$ cat src/inc/dfbs_cfg.svh
// Purpose: Constants for the dual flash die bus select block
// Assumes: Levels on the memory bus pins are synchronous to sys_clk_i
// Notes: Functional notes follow
`ifndef DFBS_CFG_SVH
`define DFBS_CFG_SVH
`define DFBS_DATA_W 16
`define DFBS_LOW_BYTE_W 8
`define DFBS_NUM_DIES 2
`define DFBS_WAIT_ASSERTED 1'b0
`define DFBS_DATA_RESET 16'h0000
`endif

$ cat src/inc/dfbs_pkg.sv
// Purpose: Types for the dual flash die bus select block
// Assumes: Nothing beyond the constants header
// Notes: Operation codes per die
`default_nettype none
package dfbs_pkg;
    typedef enum logic [2:0] {
        DFBS_OP_RESET,
        DFBS_OP_STANDBY,
        DFBS_OP_OUT_DISABLE,
        DFBS_OP_SYNC_ARRAY_READ,
        DFBS_OP_ASYNC_READ,
        DFBS_OP_WRITE,
        DFBS_OP_WRITE_LOCKED
    } dfbs_op_t;
endpackage : dfbs_pkg
`default_nettype wire

$ cat src/logic/dfbs_bus_select.sv
// Purpose: Per-die bus operation decode for two flash dies on one bus
// Assumes: Controller obeys the shared-bus protocol rules
// Notes: Data and wait outputs are registered
`timescale 1ns/100ps
`default_nettype none
`include "dfbs_cfg.svh"
module dfbs_bus_select (
    // Clock and reset
    input wire logic sys_clk_i,
    input wire logic rst_n_i,
    // Per-die controls
    input wire logic [`DFBS_NUM_DIES-1:0] chip_sel_n_i,
    input wire logic [`DFBS_NUM_DIES-1:0] out_en_n_i,
    // Shared controls
    input wire logic mem_reset_n_i,
    input wire logic write_en_n_i,
    input wire logic address_valid_strobe_n_i,
    input wire logic prog_volt_ok_i,
    // Per-die read state from the array side
    input wire logic [`DFBS_NUM_DIES-1:0] sync_mode_i,
    input wire logic [`DFBS_NUM_DIES-1:0] byte_read_i,
    input wire logic [`DFBS_NUM_DIES-1:0] wait_flow_i,
    input wire logic [`DFBS_DATA_W-1:0] die0_rdata_i,
    input wire logic [`DFBS_DATA_W-1:0] die1_rdata_i,
    // Data pin
    input wire logic [`DFBS_DATA_W-1:0] data_in_i,
    output logic [`DFBS_DATA_W-1:0] data_out_o,
    output logic data_oe_o,
    // Wait pin
    output logic wait_out_o,
    output logic wait_oe_o,
    // Decoded operation
    output logic [`DFBS_NUM_DIES-1:0] write_strobe_o,
    output logic [`DFBS_DATA_W-1:0] write_data_o,
    output dfbs_pkg::dfbs_op_t die0_op_o,
    output dfbs_pkg::dfbs_op_t die1_op_o
);

    // ****************************************
    // Decode function
    // ****************************************
    function automatic dfbs_pkg::dfbs_op_t dfbs_decode(input logic rst_n, input logic cs_n,
            input logic oe_n, input logic we_n, input logic adv_n, input logic sync, input logic vpp_ok);
        dfbs_pkg::dfbs_op_t op;
        op = dfbs_pkg::DFBS_OP_RESET;
        if (!rst_n) begin
            op = dfbs_pkg::DFBS_OP_RESET;
        end else if (cs_n) begin
            op = dfbs_pkg::DFBS_OP_STANDBY;
        end else if (!oe_n) begin
            // Read wins over a simultaneous write
            if (sync && !adv_n) begin
                op = dfbs_pkg::DFBS_OP_SYNC_ARRAY_READ;
            end else begin
                op = dfbs_pkg::DFBS_OP_ASYNC_READ;
            end
        end else if (!we_n) begin
            op = vpp_ok ? dfbs_pkg::DFBS_OP_WRITE : dfbs_pkg::DFBS_OP_WRITE_LOCKED;
        end else begin
            op = dfbs_pkg::DFBS_OP_OUT_DISABLE;
        end
        return op;
    endfunction : dfbs_decode

    // A die drives the data pins only while it reads
    function automatic logic dfbs_reads(input dfbs_pkg::dfbs_op_t op);
        logic rd;
        rd = 1'h0;
        case (op)
            dfbs_pkg::DFBS_OP_SYNC_ARRAY_READ: rd = 1'h1;
            dfbs_pkg::DFBS_OP_ASYNC_READ: rd = 1'h1;
            default: rd = 1'h0;
        endcase
        return rd;
    endfunction : dfbs_reads

    // A die holds the wait pin unless parked in standby or reset
    function automatic logic dfbs_owns_wait(input dfbs_pkg::dfbs_op_t op);
        logic own;
        own = 1'h1;
        case (op)
            dfbs_pkg::DFBS_OP_RESET: own = 1'h0;
            dfbs_pkg::DFBS_OP_STANDBY: own = 1'h0;
            default: own = 1'h1;
        endcase
        return own;
    endfunction : dfbs_owns_wait

    // Query and status reads carry only the low byte; the high byte reads zero
    function automatic logic [`DFBS_DATA_W-1:0] dfbs_read_word(input logic [`DFBS_DATA_W-1:0] word,
            input logic low_only);
        logic [`DFBS_DATA_W-1:0] res;
        res = word;
        if (low_only) begin
            res = {{(`DFBS_DATA_W-`DFBS_LOW_BYTE_W){1'h0}}, word[`DFBS_LOW_BYTE_W-1:0]};
        end
        return res;
    endfunction : dfbs_read_word

    // ****************************************
    // Combinational decode of both dies
    // ****************************************
    dfbs_pkg::dfbs_op_t op_d [`DFBS_NUM_DIES];
    logic [`DFBS_DATA_W-1:0] rdata [`DFBS_NUM_DIES];
    logic [`DFBS_DATA_W-1:0] data_d;
    logic data_oe_d;
    logic wait_d;
    logic wait_oe_d;
    logic [`DFBS_NUM_DIES-1:0] strobe_d;

    // Each die sees its own select, enable and sync mode, shared others
    always_comb begin
        rdata[0] = die0_rdata_i;
        rdata[1] = die1_rdata_i;
        for (int i = 0; i < `DFBS_NUM_DIES; i++) begin
            op_d[i] = dfbs_decode(mem_reset_n_i, chip_sel_n_i[i], out_en_n_i[i], write_en_n_i,
                address_valid_strobe_n_i, sync_mode_i[i], prog_volt_ok_i);
        end
    end

    // Data pins: the reading die puts its word out
    always_comb begin
        data_d = '0;
        data_oe_d = 1'h0;
        for (int i = 0; i < `DFBS_NUM_DIES; i++) begin
            if (dfbs_reads(op_d[i])) begin
                // Two dies reading at once is a controller fault; the second die wins
                data_oe_d = 1'h1;
                data_d = dfbs_read_word(rdata[i], byte_read_i[i]);
            end
        end
    end

    // Wait pin: flow control only in synchronous array reads, asserted level otherwise
    always_comb begin
        wait_d = `DFBS_WAIT_ASSERTED;
        wait_oe_d = 1'h0;
        for (int i = 0; i < `DFBS_NUM_DIES; i++) begin
            if (dfbs_owns_wait(op_d[i])) begin
                wait_oe_d = 1'h1;
            end
            if (op_d[i] == dfbs_pkg::DFBS_OP_SYNC_ARRAY_READ) begin
                wait_d = wait_flow_i[i];
            end
        end
    end

    // Write strobes: a locked write never reaches the die
    always_comb begin
        strobe_d = '0;
        for (int i = 0; i < `DFBS_NUM_DIES; i++) begin
            strobe_d[i] = (op_d[i] == dfbs_pkg::DFBS_OP_WRITE);
        end
    end

    // ****************************************
    // Registered outputs
    // ****************************************
    logic [`DFBS_DATA_W-1:0] data_q;
    logic data_oe_q;
    logic wait_q;
    logic wait_oe_q;
    logic [`DFBS_NUM_DIES-1:0] strobe_q;
    logic [`DFBS_DATA_W-1:0] wdata_q;
    dfbs_pkg::dfbs_op_t die0_op_q;
    dfbs_pkg::dfbs_op_t die1_op_q;

    // Data pin drive
    always_ff @(posedge sys_clk_i or negedge rst_n_i) begin
        if (!rst_n_i) begin
            data_q <= `DFBS_DATA_RESET;
            data_oe_q <= 1'h0;
        end else begin
            data_q <= data_d;
            data_oe_q <= data_oe_d;
        end
    end

    // Wait pin drive; released while both dies are parked
    always_ff @(posedge sys_clk_i or negedge rst_n_i) begin
        if (!rst_n_i) begin
            wait_q <= `DFBS_WAIT_ASSERTED;
            wait_oe_q <= 1'h0;
        end else begin
            wait_q <= wait_d;
            wait_oe_q <= wait_oe_d;
        end
    end

    // Write strobes, one cycle per sampled write cycle
    always_ff @(posedge sys_clk_i or negedge rst_n_i) begin
        if (!rst_n_i) begin
            strobe_q <= '0;
        end else begin
            strobe_q <= strobe_d;
        end
    end

    // Write data captured from the data pins each cycle
    always_ff @(posedge sys_clk_i or negedge rst_n_i) begin
        if (!rst_n_i) begin
            wdata_q <= `DFBS_DATA_RESET;
        end else begin
            wdata_q <= data_in_i;
        end
    end

    // Operation report per die
    always_ff @(posedge sys_clk_i or negedge rst_n_i) begin
        if (!rst_n_i) begin
            die0_op_q <= dfbs_pkg::DFBS_OP_RESET;
            die1_op_q <= dfbs_pkg::DFBS_OP_RESET;
        end else begin
            die0_op_q <= op_d[0];
            die1_op_q <= op_d[1];
        end
    end

    // Outputs straight from the flip-flops
    assign data_out_o = data_q;
    assign data_oe_o = data_oe_q;
    assign wait_out_o = wait_q;
    assign wait_oe_o = wait_oe_q;
    assign write_strobe_o = strobe_q;
    assign write_data_o = wdata_q;
    assign die0_op_o = die0_op_q;
    assign die1_op_o = die1_op_q;

endmodule : dfbs_bus_select
`default_nettype wire

$ cat config.mk
export PLATFORM = sky130hd
export DESIGN_NAME = dfbs_bus_select
export DESIGN_NICKNAME = d
export VERILOG_FILES = /design/src/inc/dfbs_pkg.sv /design/src/logic/dfbs_bus_select.sv
export VERILOG_INCLUDE_DIRS = /design/src /design/src/inc
export SDC_FILE = /design/constraint.sdc
export NUM_CORES = 1
export LEC_CHECK = 0
export BUFFER_PORTS_ARGS = -buffer_cell sky130_fd_sc_hd__buf_2
export CAP_MARGIN = 15
export CORE_AREA = 2 2 72 60
export DETAILED_ROUTE_END_ITERATION = 12
export DIE_AREA = 0 0 74 62
export PLACE_DENSITY = 0.76
export SKIP_CTS_REPAIR_TIMING = 1
export SLEW_MARGIN = 30
export SYNTH_ARGS = -nofsm -noshare
export SYNTH_HDL_FRONTEND = slang
export SYNTH_SLANG_ARGS = --single-unit
$ cat constraint.sdc
create_clock -name sys_clk_i -period 0.8 [get_ports sys_clk_i]
set_input_delay 0.08 -clock sys_clk_i [delete_from_list [all_inputs] [get_ports sys_clk_i]]
set_output_delay 0.08 -clock sys_clk_i [all_outputs]
set_load 0.02 [all_outputs]
==> metrics <==
Synth cell types=21; Vias per Instance=4.52; status=finished with violations; delay-heaviest family, CP=flip-flops; Crit. Startpoint=write_strobe_o[0]; Syn. warnings=0; fin cells=298; row cnt=21; TritonCTS clock tree=built; WL per Instance=15.7 µm; Final #Nets=304; worst path required time=0.72 ns; Root Buffer=clkbuf_8; max_slew headroom=75.9%; violated checks=negative setup slack; drt pass-1 iters=4; RePlAce Congestion=0.832; IO Port Bufs=106; Tmin final=0.914 ns; VDD IR-drop max=1380 µV; max frequency=1090 MHz; Final Max Tran Viols=0; share of layout cells above drive strength 1=55.6%; GRT Residual Overflow=0; worst slew pin tran=0.360 ns; Critical Path Fanout Max=1; DR iter-0 viols=63; Setup crit end=write_strobe_o[0]; area leader, netlist=dfrtp_1; Tot GR Track Use=16.3%; vias in the first global route=1128; HP Class=input pin to flip-flop; synth top area cells=dfrtp_1 74%, a22o_1 9.6%, a211oi_1 2.1%, nand2b_1 1.7%, nor4_4 1.5%; power per cell area=1820 nW/µm²; slowest cell on the critical path=dfrtp_1; Seq/Total Area, Yosys=73.7%; CP Depth=1; crit-path cells=buf_6; Max clock buf depth=2; synthesized area per cell=15.7 µm²; Routed Antenna Nets=0; Setup-failing EPs final=43; total negative slack=-3.65 ns; Synthesized Nets=157; total power=5.13 mW; crit path buf inv count=1; DRC=0; Cells after DPL=267; via count=1347; fin worst setup slack=-0.114 ns; arrival time worst endpoint=0.83 ns; Synth top area share=73.7%; crit end category=output port; initial antenna violation count=0; antenna cells=0; largest net degree at the start of global routing=44; Area growth syn-to-layout=92.7%; core box area=3970 µm²; final wirelength=4690 µm; overall die area=4590 µm²; CTS HTree Levels=2; Die Height=62 µm; Setup CP Type=flip-flop to output port; RSZ-0062 raised after global routing=yes; first-pass GRT wire length=5290 µm; final hold viol count=0; pre-CTS WS=-0.328 ns; CP Launch Type=flip-flop; Final Cycle Share=114%; initial core utilization=36.8%; Worst-path clk slew=0.08 ns; CP peak stage delay=0.40 ns; #FFs+latches synth=43; CTS sink cnt=43; Syn Inst Count=93; Leakage=1.43 nW; CTS buffer count=5; Mapped Area=1460 µm²; Die W=74 µm; Max Cap Viol=0; number of placed I/O pins=107; detailed placer's ending HPWL=2870 µm
[layout by cell type, fill, tap and decap left out, drive strengths merged]
| cell | synthesis | routed |
|---|---|---|
| bufinv | 0 | 2 |
| o21bai | 1 | 1 |
| and2b | 1 | 1 |
| clkbuf | 1 | 6 |
| dlygate4sd3 | 0 | 23 |
| nor2b | 3 | 3 |
| a21oi | 2 | 2 |
| mux2 | 1 | 1 |
| a21boi | 1 | 1 |
| nand2 | 2 | 2 |
| nor2 | 5 | 5 |
| nor3b | 3 | 3 |
| buf | 2 | 120 |
| nand3b | 1 | 1 |
| nor4 | 1 | 1 |
| a211oi | 4 | 4 |
| nor3 | 2 | 2 |
| dfrtp | 43 | 43 |
| nand2b | 4 | 4 |
| a22o | 16 | 16 |
[how the worst min path moves through the flow]
stage | start | end | slack [ns] | cells past startpoint
after detailed placement | rst_n_i | write_data_o[0] | 0.07 | 2
final | die0_rdata_i[10] | data_out_o[10] | 0.005 | 2
after global routing | die0_rdata_i[8] | data_out_o[8] | -0.001 | 2
after floorplan | rst_n_i | data_oe_o | -0.22 | 0
after CTS | rst_n_i | data_oe_o | -0.25 | 2
after global placement | rst_n_i | write_data_o[6] | 0.07 | 2
[cell usage after synthesis (all sizes together)]
library cell and count:
a21boi 1, nor3 2, a21oi 2, clkbuf 1, buf 2, dfrtp 43, nand2 2, nor3b 3
nor2b 3, mux2 1, nand2b 4, a22o 16, nand3b 1, nor4 1, o21bai 1, nor2 5
and2b 1, a211oi 4
[metal layers]
metal / GRT usage, % / wire (µm)
met1: 18.7 / 1800
met2: 26.8 / 2320
met3: 7.42 / 522
met4: 7.27 / 53
met5: 0 / 0
[logic make-up (layout without fill, tap and decap cells)]
| logic type | Yosys count | in the layout | share of synthesized area, % |
|---|---|---|---|
| AND/OR/NAND/NOR | 22 | 22 | 10.6 |
| flip-flops | 43 | 43 | 73.7 |
| multiplexers | 1 | 1 | 0.771 |
| AO/OA/AOI/OAI | 24 | 24 | 13.4 |
| buffers and inverters | 3 | 151 | 1.54 |
[power by group]
group | total (mW) | internal (mW) | switching (mW)
combinational | 0.846 | 0.469 | 0.376
clock | 1.97 | 1.25 | 0.718
sequential | 2.32 | 2.27 | 0.0515
total | 5.13 | 3.98 | 1.15
[sequential cells by signal, indices dropped and copies added (netlist names)]
name,flops
die1_op_o,3
data_out_o,16
die0_op_o,3
data_oe_o,1
write_strobe_o,2
write_data_o,16
wait_oe_o,1
wait_out_o,1
[final cells by class]
type	instances	area [µm²]
Clock buffer	6	72.6
Clock inverter	2	60.1
Fill cell	235	1150
Multi-Input combinational cell	47	383
Sequential cell	43	1080
Tap cell	57	71.3
Timing Repair Buffer	143	1150
[per-stage QoR]
step	hold WS [ns]	instance area, µm²	util, %
6_report	0.00534	2810	70.9
5_1_grt	-0.00137	2810	70.9
4_1_cts	-0.247	2290	57.8
3_5_place_dp	0.0695	2160	54.5
3_3_place_gp	0.0679	2160	54.5
2_1_floorplan	-0.216	1470	-
(Power assumes the default switching activity.)
